**src/core/adcsc_defines.svh**
```systemverilog
// register map, field positions, reset values and timing counts for the sleep-aware converter control
`ifndef ADCSC_DEFINES_SVH
`define ADCSC_DEFINES_SVH
`define ADCSC_OFF_CORE_IRQ_CTRL 8'h0b
`define ADCSC_OFF_PERIPH_FLAGS 8'h0c
`define ADCSC_OFF_RESULT_HIGH 8'h1e
`define ADCSC_OFF_CONV_CTRL0 8'h1f
`define ADCSC_OFF_PERIPH_ENABLES 8'h8c
`define ADCSC_OFF_VREF_CTRL 8'h9b
`define ADCSC_OFF_RESULT_LOW 8'h9e
`define ADCSC_OFF_CONV_CTRL1 8'h9f
`define ADCSC_OFF_EVENT_STATUS 8'hf0
`define ADCSC_OFF_EVENT_MASK 8'hf1
`define ADCSC_GLOBAL_IRQ_EN_BIT 7
`define ADCSC_PERIPH_IRQ_EN_BIT 6
`define ADCSC_PAR_PORT_BIT 7
`define ADCSC_CONV_DONE_BIT 6
`define ADCSC_CONV_START_BIT 2
`define ADCSC_CONV_POWER_BIT 0
`define ADCSC_CLK_SEL_HI 7
`define ADCSC_CLK_SEL_LO 6
`define ADCSC_VREF_IMPL_MASK 8'hf0
`define ADCSC_RESET_VALUE 8'h00
`define ADCSC_INSTR_CYCLE_CLKS 3'h4
`define ADCSC_CONV_BITS 4'hc
`define ADCSC_RC_DIV 8'hfa
`define ADCSC_DIV2_LIMIT 8'h01
`define ADCSC_DIV8_LIMIT 8'h07
`define ADCSC_DIV32_LIMIT 8'h1f
`define ADCSC_IRQ_VECTOR 13'h0004
`define ADCSC_EV_DONE 0
`define ADCSC_EV_WAKE 1
`define ADCSC_EV_ABORT 2
`endif

```
**src/core/adcsc_pkg.sv**
```systemverilog
// types shared by the sleep-aware converter control
package adcsc_pkg;
  typedef enum logic [1:0] {
    ADCSC_IDLE = 2'b00,
    ADCSC_DELAY = 2'b01,
    ADCSC_CONVERT = 2'b10
  } adcsc_phase_e;
  typedef enum logic [1:0] {
    ADCSC_CLK_DIV2 = 2'b00,
    ADCSC_CLK_DIV8 = 2'b01,
    ADCSC_CLK_DIV32 = 2'b10,
    ADCSC_CLK_RC = 2'b11
  } adcsc_clk_sel_e;
endpackage : adcsc_pkg

```
**src/core/adcsc_top.sv**
```systemverilog
// conversion sequencing, sleep handling and register file of the converter control
//
// Added by the designer: the strobed register port.
`include "adcsc_defines.svh"
module adcsc_top
  import adcsc_pkg::*;
(
  input wire logic core_clk, // 250 mhz clock
  input wire logic reset, // synchronous, active high
  input wire logic [7:0] addr, // register address
  input wire logic [7:0] wdata, // write data
  input wire logic wr, // write strobe
  input wire logic rd, // read strobe
  input wire logic sleep_exec, // pulse: sleep instruction executed
  input wire logic [11:0] sample_code, // code from the analog front end
  output logic [7:0] rdata, // read data, cycle after rd
  output logic core_asleep, // core held in sleep
  output logic wake_pulse, // one-cycle wake request
  output logic vector_load, // pulse: load program counter with vector
  output logic [12:0] program_counter, // vector value with vector_load
  output logic converter_active, // analog part powered and running
  output logic irq // level, unmasked event pending
);
  typedef struct packed {
    adcsc_phase_e phase;
    logic [7:0] ctrl0;
    logic [7:0] ctrl1;
    logic [7:0] vref;
    logic [7:0] irq_ctrl;
    logic [7:0] pflags;
    logic [7:0] penables;
    logic [7:0] res_hi;
    logic [7:0] res_lo;
    logic [7:0] ev_status;
    logic [7:0] ev_mask;
    logic [7:0] div_cnt;
    logic [3:0] bit_cnt;
    logic [2:0] delay_cnt;
    logic asleep;
    logic wake;
    logic vload;
    logic active;
    logic [7:0] rdata;
    logic irq;
    logic [12:0] pc;
  } adcsc_state_s;

  adcsc_state_s q;
  adcsc_state_s d;

  // conversion clock terminal count for each select value
  function automatic logic [7:0] adcsc_div_limit(input logic [1:0] sel);
    case (adcsc_clk_sel_e'(sel))
      ADCSC_CLK_DIV2: adcsc_div_limit = `ADCSC_DIV2_LIMIT;
      ADCSC_CLK_DIV8: adcsc_div_limit = `ADCSC_DIV8_LIMIT;
      ADCSC_CLK_DIV32: adcsc_div_limit = `ADCSC_DIV32_LIMIT;
      default: adcsc_div_limit = `ADCSC_RC_DIV - 8'h01;
    endcase
  endfunction : adcsc_div_limit

  logic rc_sel;
  logic done_evt;
  logic wake_en;
  logic [15:0] left_result;
  logic [2:0] ev_new;

  assign rc_sel = (q.ctrl0[`ADCSC_CLK_SEL_HI:`ADCSC_CLK_SEL_LO] == 2'h3);
  // result layout follows the format bit: left or right justified 12 bits
  assign left_result = q.ctrl1[7] ? {4'h0, sample_code} : {sample_code, 4'h0};

  always_comb begin
    d = q;
    d.wake = 1'b0;
    d.vload = 1'b0;
    done_evt = 1'b0;
    ev_new = 3'h0;
    wake_en = q.penables[`ADCSC_CONV_DONE_BIT] & q.irq_ctrl[`ADCSC_PERIPH_IRQ_EN_BIT];
    // conversion sequencer
    case (q.phase)
      ADCSC_IDLE: begin
        d.active = 1'b0;
        if (q.ctrl0[`ADCSC_CONV_START_BIT] && q.ctrl0[`ADCSC_CONV_POWER_BIT]) begin
          d.div_cnt = 8'h00;
          d.bit_cnt = 4'h0;
          d.delay_cnt = 3'h0;
          d.phase = rc_sel ? ADCSC_DELAY : ADCSC_CONVERT;
          d.active = ~rc_sel;
        end
      end
      ADCSC_DELAY: begin
        // gives the sleep instruction time to quiet the core before sampling
        d.delay_cnt = q.delay_cnt + 3'h1;
        if (q.delay_cnt == `ADCSC_INSTR_CYCLE_CLKS - 3'h1) begin
          d.phase = ADCSC_CONVERT;
          d.active = 1'b1;
        end
      end
      ADCSC_CONVERT: begin
        if (q.div_cnt == adcsc_div_limit(q.ctrl0[`ADCSC_CLK_SEL_HI:`ADCSC_CLK_SEL_LO])) begin
          d.div_cnt = 8'h00;
          d.bit_cnt = q.bit_cnt + 4'h1;
          if (q.bit_cnt == `ADCSC_CONV_BITS - 4'h1) begin
            done_evt = 1'b1;
            d.phase = ADCSC_IDLE;
            d.active = 1'b0;
            d.ctrl0[`ADCSC_CONV_START_BIT] = 1'b0;
            d.res_hi = left_result[15:8];
            d.res_lo = left_result[7:0];
            d.pflags[`ADCSC_CONV_DONE_BIT] = 1'b1;
            ev_new[`ADCSC_EV_DONE] = 1'b1;
          end
        end else begin
          d.div_cnt = q.div_cnt + 8'h01;
        end
      end
      default: begin
        d.phase = ADCSC_IDLE;
        d.active = 1'b0;
      end
    endcase
    // power bit cleared by software stops everything
    if (!q.ctrl0[`ADCSC_CONV_POWER_BIT]) begin
      d.phase = ADCSC_IDLE;
      d.active = 1'b0;
      d.ctrl0[`ADCSC_CONV_START_BIT] = 1'b0;
    end
    // sleep entry
    if (sleep_exec && !q.asleep) begin
      d.asleep = 1'b1;
      if (!rc_sel && q.phase != ADCSC_IDLE && !done_evt) begin
        d.phase = ADCSC_IDLE;
        d.active = 1'b0;
        d.ctrl0[`ADCSC_CONV_START_BIT] = 1'b0;
        ev_new[`ADCSC_EV_ABORT] = 1'b1;
      end
    end
    // wake only via the done flag; power bit untouched either way
    if (q.asleep && done_evt && wake_en) begin
      d.asleep = 1'b0;
      d.wake = 1'b1;
      d.vload = q.irq_ctrl[`ADCSC_GLOBAL_IRQ_EN_BIT];
      ev_new[`ADCSC_EV_WAKE] = 1'b1;
    end
    // register writes; hardware set of a flag wins over a software clear
    if (wr) begin
      case (addr)
        `ADCSC_OFF_CONV_CTRL0: begin
          d.ctrl0 = wdata;
          if (done_evt && !wdata[`ADCSC_CONV_START_BIT]) begin
            d.ctrl0[`ADCSC_CONV_START_BIT] = 1'b0;
          end else if (done_evt) begin
            d.ctrl0[`ADCSC_CONV_START_BIT] = 1'b1;
          end
        end
        `ADCSC_OFF_CONV_CTRL1: d.ctrl1 = wdata;
        `ADCSC_OFF_VREF_CTRL: d.vref = wdata & `ADCSC_VREF_IMPL_MASK;
        `ADCSC_OFF_CORE_IRQ_CTRL: d.irq_ctrl = wdata;
        `ADCSC_OFF_PERIPH_FLAGS: begin
          d.pflags = wdata;
          if (done_evt) begin
            d.pflags[`ADCSC_CONV_DONE_BIT] = 1'b1;
          end
        end
        `ADCSC_OFF_PERIPH_ENABLES: d.penables = wdata;
        `ADCSC_OFF_RESULT_HIGH: d.res_hi = wdata;
        `ADCSC_OFF_RESULT_LOW: d.res_lo = wdata;
        `ADCSC_OFF_EVENT_MASK: d.ev_mask = wdata & 8'h07;
        default: d.ev_mask = d.ev_mask;
      endcase
    end
    // read data, one cycle later; read of status clears it, new events win
    d.rdata = 8'h00;
    if (rd) begin
      case (addr)
        `ADCSC_OFF_CONV_CTRL0: d.rdata = q.ctrl0;
        `ADCSC_OFF_CONV_CTRL1: d.rdata = q.ctrl1;
        `ADCSC_OFF_VREF_CTRL: d.rdata = q.vref & `ADCSC_VREF_IMPL_MASK;
        `ADCSC_OFF_CORE_IRQ_CTRL: d.rdata = q.irq_ctrl;
        `ADCSC_OFF_PERIPH_FLAGS: d.rdata = q.pflags;
        `ADCSC_OFF_PERIPH_ENABLES: d.rdata = q.penables;
        `ADCSC_OFF_RESULT_HIGH: d.rdata = q.res_hi;
        `ADCSC_OFF_RESULT_LOW: d.rdata = q.res_lo;
        `ADCSC_OFF_EVENT_MASK: d.rdata = q.ev_mask;
        `ADCSC_OFF_EVENT_STATUS: begin
          d.rdata = q.ev_status;
          d.ev_status = 8'h00;
        end
        default: d.rdata = 8'h00;
      endcase
    end
    // events of this cycle land after a read clear, so a set is never lost
    d.ev_status = d.ev_status | {5'h00, ev_new};
    d.irq = |(d.ev_status & d.ev_mask);
    d.pc = d.vload ? `ADCSC_IRQ_VECTOR : 13'h0000;
  end

  always_ff @(posedge core_clk) begin
    if (reset) begin
      q <= '0;
      q.phase <= ADCSC_IDLE;
      q.ctrl0 <= `ADCSC_RESET_VALUE;
      q.ctrl1 <= `ADCSC_RESET_VALUE;
      q.vref <= `ADCSC_RESET_VALUE;
      q.pflags <= `ADCSC_RESET_VALUE;
      q.penables <= `ADCSC_RESET_VALUE;
      // result bytes hold their value through any reset
      q.res_hi <= q.res_hi;
      q.res_lo <= q.res_lo;
    end else begin
      q <= d;
    end
  end

  assign rdata = q.rdata;
  assign core_asleep = q.asleep;
  assign wake_pulse = q.wake;
  assign vector_load = q.vload;
  assign program_counter = q.pc;
  assign converter_active = q.active;
  assign irq = q.irq;
endmodule : adcsc_top

```
**config.mk**
```make
export PLATFORM = sky130hd
export DESIGN_NAME = adcsc_top
export DESIGN_NICKNAME = d
export VERILOG_FILES = /design/src/core/adcsc_pkg.sv /design/src/core/adcsc_top.sv
export VERILOG_INCLUDE_DIRS = /design/src /design/src/core
export SDC_FILE = /design/constraint.sdc
export NUM_CORES = 1
export LEC_CHECK = 0
export BUFFER_PORTS_ARGS = -buffer_cell sky130_fd_sc_hd__buf_2
export CAP_MARGIN = 40
export CORE_UTILIZATION = 55
export CTS_CLUSTER_DIAMETER = 60
export CTS_CLUSTER_SIZE = 10
export DETAILED_ROUTE_END_ITERATION = 10
export PLACE_DENSITY_LB_ADDON = 0.12
export SETUP_SLACK_MARGIN = 0.02
export SYNTH_ARGS = -nofsm -noshare
export SYNTH_HDL_FRONTEND = slang
export SYNTH_SLANG_ARGS = --single-unit
```
**constraint.sdc**
```tcl
create_clock -name core_clk -period 5.8 [get_ports core_clk]
set_clock_uncertainty 0.05 [all_clocks]
set_input_delay 0.29 -clock core_clk [delete_from_list [all_inputs] [get_ports core_clk]]
set_output_delay 0.29 -clock core_clk [all_outputs]
set_load 0.01 [all_outputs]
```
### Word-level counts from Yosys, hierarchy flattened

Index checks and enable logic that the tools add are counted.

| cells by class | value |
|---|---|
| shift operators | 0 |
| equal/unequal tests | 20 |
| reduce and logical (&&, ||, !) cells | 28 |
| add/subtract/negate cells | 3 |
| bitwise operators | 5 |
| mux-type cells | 62 |
| multipliers | 0 |
| divide/modulo/power cells | 0 |
| $lt $le $gt $ge | 0 |

Operators with widths:

| cell | number |
|---|---|
| 8-bit two-way mux | 13 |
| 8-bit case mux with 10 select lines | 1 |
| 16-bit two-way mux | 4 |
| 59-bit two-way mux | 1 |
| 8-bit equality test (second input constant) | 6 |
| 1-bit two-way mux | 25 |
| 12-bit case mux with 2 select lines | 1 |
| 8-bit case mux with 3 select lines | 1 |
| 2-bit two-way mux | 9 |
| 8-bit by 4-bit equality test with 1-bit output (second input constant) | 2 |
| 8-bit by 5-bit equality test with 1-bit output (second input constant) | 2 |
| 2-bit AND reduction | 8 |
| 15-bit two-way mux | 1 |
| 8-bit by 1-bit adder with 8-bit output (second input constant) | 1 |
| 8-bit bitwise AND | 1 |
| 8-bit equality test | 1 |
| 8-bit by 3-bit OR with 8-bit output | 1 |
| 8-bit OR reduction | 1 |
| 1-bit logical AND | 7 |
| 2-bit equality test (second input constant) | 3 |
| 3-bit two-way mux | 2 |
| 2-bit case mux with 3 select lines | 1 |
| 3-bit case mux with 2 select lines | 1 |
| 2-bit nonzero test | 3 |
| other kinds (14) | 22 |

| storage, ports and cells | value |
|---|---|
| word-level logic and storage cells | 141 |
| memory bits (writable) | 0 |
| bits in read-only memories | 0 |
| memories | 0 |
| output and inout bits | 26 |
| latch bits | 0 |
| register bits after elaboration | 119 |

### Logic depth before layout (Yosys ltp)

| logic depth | value |
|---|---|
| depth in word-level cells | 13 |
| mapped depth | 9 |

### Least setup slack after synthesis

OpenSTA, ideal clock, no wires.

| path | value |
|---|---|
| path type | register to register |
| start | reg q[119] (netlist name) |
| end | reg q[67] (netlist name) (data pin) |
| slack | 3.383 ns |
| arrival time | 2.101 ns |
| setup time | 0.266 ns |
| path buffers | 1 |
| period minus slack after synthesis | 2.417 ns |
| cell stages (with the launch flop) | 10 |
| required time | 5.484 ns |
| path through | dfxtp_1 > inv_1 > ha_1 > and3b_1 > a21oi_1 > or3_4 > nor3_4 > buf_6 > mux2i_1 > o21ai_0 |

RTL lines:

| item | line | source |
|---|---|---|
| from (decl) | adcsc_top.sv:48 | `adcsc_state_s q;` |

==> flow_summary.yaml <==
status:
  outcome: "finished, final reports clean"
placement:
  pre_cts_slack_ns: 3.06
  gp_congestion: 0.884
  placed_area_mm2: 0.00551
  dp_hpwl_mm: 10.2
  port_buffers: 46
  dp_cells: 740
worst_setup_path:
  critPathRequiredTime_ns: 5.87
  cp_slowest_stage_delay_ns: 0.64
  startpoint_type: "flop"
  crit_arrival_ns: 2.87
  regToRegSetupSlack_ns: 3.01
  critical_path_class: "reg -> reg"
  worstSetupEndpointType: "flop"
  crit_fanout: 17
  critPathTopFamily: "simple AND/OR/NAND/NOR gates"
  worst_path_max_delay_cell: "nor3_4"
  cp_cell_sequence: "inv_1 -> ha_1 -> and3b_1 -> a21oi_1 -> or3_4 -> nor3_4 -> mux2i_1 -> o21ai_0"
  crit_buf_inv: 1
route:
  drcViolationCount: 0
  met1_length_mm: 6.09
  drt_iter0_drc: 456
  drt_pre_antenna_iters: 6
  via_per_inst: 6.17
  wl_mm: 14.4
  top_layer_used: "met4"
  dr_wl_met3_mm: 1.08
  wl_per_cell_um: 19.0
  ant_nets: 0
  dr_wl_met2_mm: 6.82
  num_vias: 4666
floorplanning:
  die_h_um: 101
  io_pins: 59
  start_util: 0.573
  die_w_um: 101
  rows: 35
  die_area_mm2: 0.0101
  core_mm2: 0.00933
sta:
  fin_ws_ns: 3.01
  final_hold_viol_count: 0
  fin_tns_setup_ns: 0
  slew_viol_final: 0
  whs_ns: 0.121
  finalCritPeriodShare: 0.482
  max_freq_mhz: 358
  setup_viol: 0
  min_period_ns: 2.79
  tightest_slew_ns: 0.821
  max_slew_margin: 0.451
  rsz0062_at_grt: "false"
finish:
  final_cell_mix: "dfxtp_1 (90), nand2_1 (67), nor2_1 (56)"
  final_common_cell: "dfxtp_1"
  stdcell_area_mm2: 0.00573
  n_antenna_cell: 0
  fin_cells: 756
  drive_gt1_frac: 0.140
  post-route-util: 0.614
  layout.nets: 661
  area_growth_pct: 7.13
  fillers: 814
yosys:
  ys_ff_latch: 106
  yosys_warnings: 0
  dominantRegCellSynth: "dfxtp_1"
  seq_area_frac_synth: 0.427
  synth_top_area_frac: 0.337
  netlist_instances: 611
  synthTopCellsByArea: "dfxtp_1 (34%), edfxtp_1 (9.0%), mux2i_1 (6.5%)"
  syn-cell-area_mm2: 0.00535
  yosysUniqueCellTypes: 67
  yosys.area.top_type: "dfxtp_1"
  synthArstFlopShare: 0
  syn_avg_cell_area_um2: 8.75
  synth_edf_count: 16
pwr:
  swShare: 0.236
  powerDensity_mw_per_mm2: 234
  power_frac_clock: 0.377
  comb_power_share: 0.058
  switchingPower_uw: 316
  seqPwrFrac: 0.565
  ir_worst_vdd_mv: 0.135
  p_int_mw: 1.03
  power_leakage_nw: 2.05
  p_total_mw: 1.34
clock_tree:
  cts_sinks: 106
  cts_root_buffer: "clkbuf_8"
  path_clk_slew_ns: 0.10
  holdBufCountCts: 0
  cts_tree: "done"
  clk_latency_ns: 0.38
  cts_max_level: 3
  cts.repair.resized: 0
  cts_buffers: 9
  cts_setup_buffers: 0
  cts_buffer_depth: 2
global_route:
  grt_pass1_wl_mm: 22.7
  grt_pass1_vias: 4342
  grt_max_degree: 62
  grt_antenna_before_repair: 0
  groute.usage.overall: 0.296
  grt.overflow.total: 0
job:
  max_cap_violations: 0
min_path:
  hp-class: "in -> reg"
-- synthesized netlist by cell type, types with 3 or more instances --
library cell   n
clkbuf_1      32
mux2_2        12
o21a_1         6
nor4_1         3
dfxtp_1       90
a21oi_1       44
inv_1          9
o2bb2ai_1      3
nand4_1        7
nor2_1        56
nand2_1       67
a222oi_1       7
o21ai_0       23
edfxtp_1      16
nand3_1       44
buf_4         22
a31oi_1        9
nor3_1         7
buf_2          5
a22oi_1       13
nand3b_1       5
a21boi_0       4
and2_1        14
and3_1        13
or4_1          3
mux2i_1       35
xor2_1         5
ha_1           6
a221o_1        6
-- power groups by stage --
stage          sequential [mW]  combinational (mW)  clock (mW)
6_report                 0.759              0.0779       0.506
5_1_grt                  0.760              0.0839       0.541
4_1_cts                  0.759              0.0762       0.509
3_5_place_dp             0.776              0.0762           0
3_3_place_gp             0.776              0.0719           0
2_1_floorplan            0.773              0.0528           0
-- worst paths after layout --
kind / from / end / cells after the start
max: q[119]$_SDFFE_PP0P_ / q[65]$_DFFE_PN_ / 8
min: sleep_exec / core_asleep$_SDFFE_PP0P_ / 2
max reg2reg: q[119]$_SDFFE_PP0P_ / q[65]$_DFFE_PN_ / 8
min reg2reg: q[117]$_SDFFE_PP0P_ / q[117]$_SDFFE_PP0P_ / 2
-- layer usage --
metal  global-route usage  vias up
met5                    0        -
met4                0.111        0
met3               0.0693       33
met1                0.375     2222
li1                     -     2191
met2                0.492      220
-- sequential cells by signal (all words and copies together) (netlist names) --
name	cells
q	93
rdata	8
converter_active	1
core_asleep	1
irq	1
program_counter	1
wake_pulse	1
-- layout make-up --
type,instances,area (µm²),share of cell area
sequential,106,2280,0.398
clock buffer,13,180,0.0314
inverter,10,37.5,0.00655
clock inverter,3,43.8,0.00764
tap,129,161,0.0282
timing repair buffer,51,285,0.0498
multi-input combinational,444,2740,0.478
-- kinds of logic (layout without fill, tap and decap cells) --
family                   count (synthesis)  in the layout  synth area share
AND/OR/NAND/NOR                        235            235             0.215
AO/OA/AOI/OAI                          137            137             0.171
flip-flops                             106            106             0.427
buffers and inverters                   72             77            0.0688
multiplexers                            48             48            0.0936
adder cells (fa/ha/maj)                  6              6            0.0140
XOR/XNOR                                 6              6           0.00982
other                                    1             12          0.000701
(Power assumes the default switching activity.)
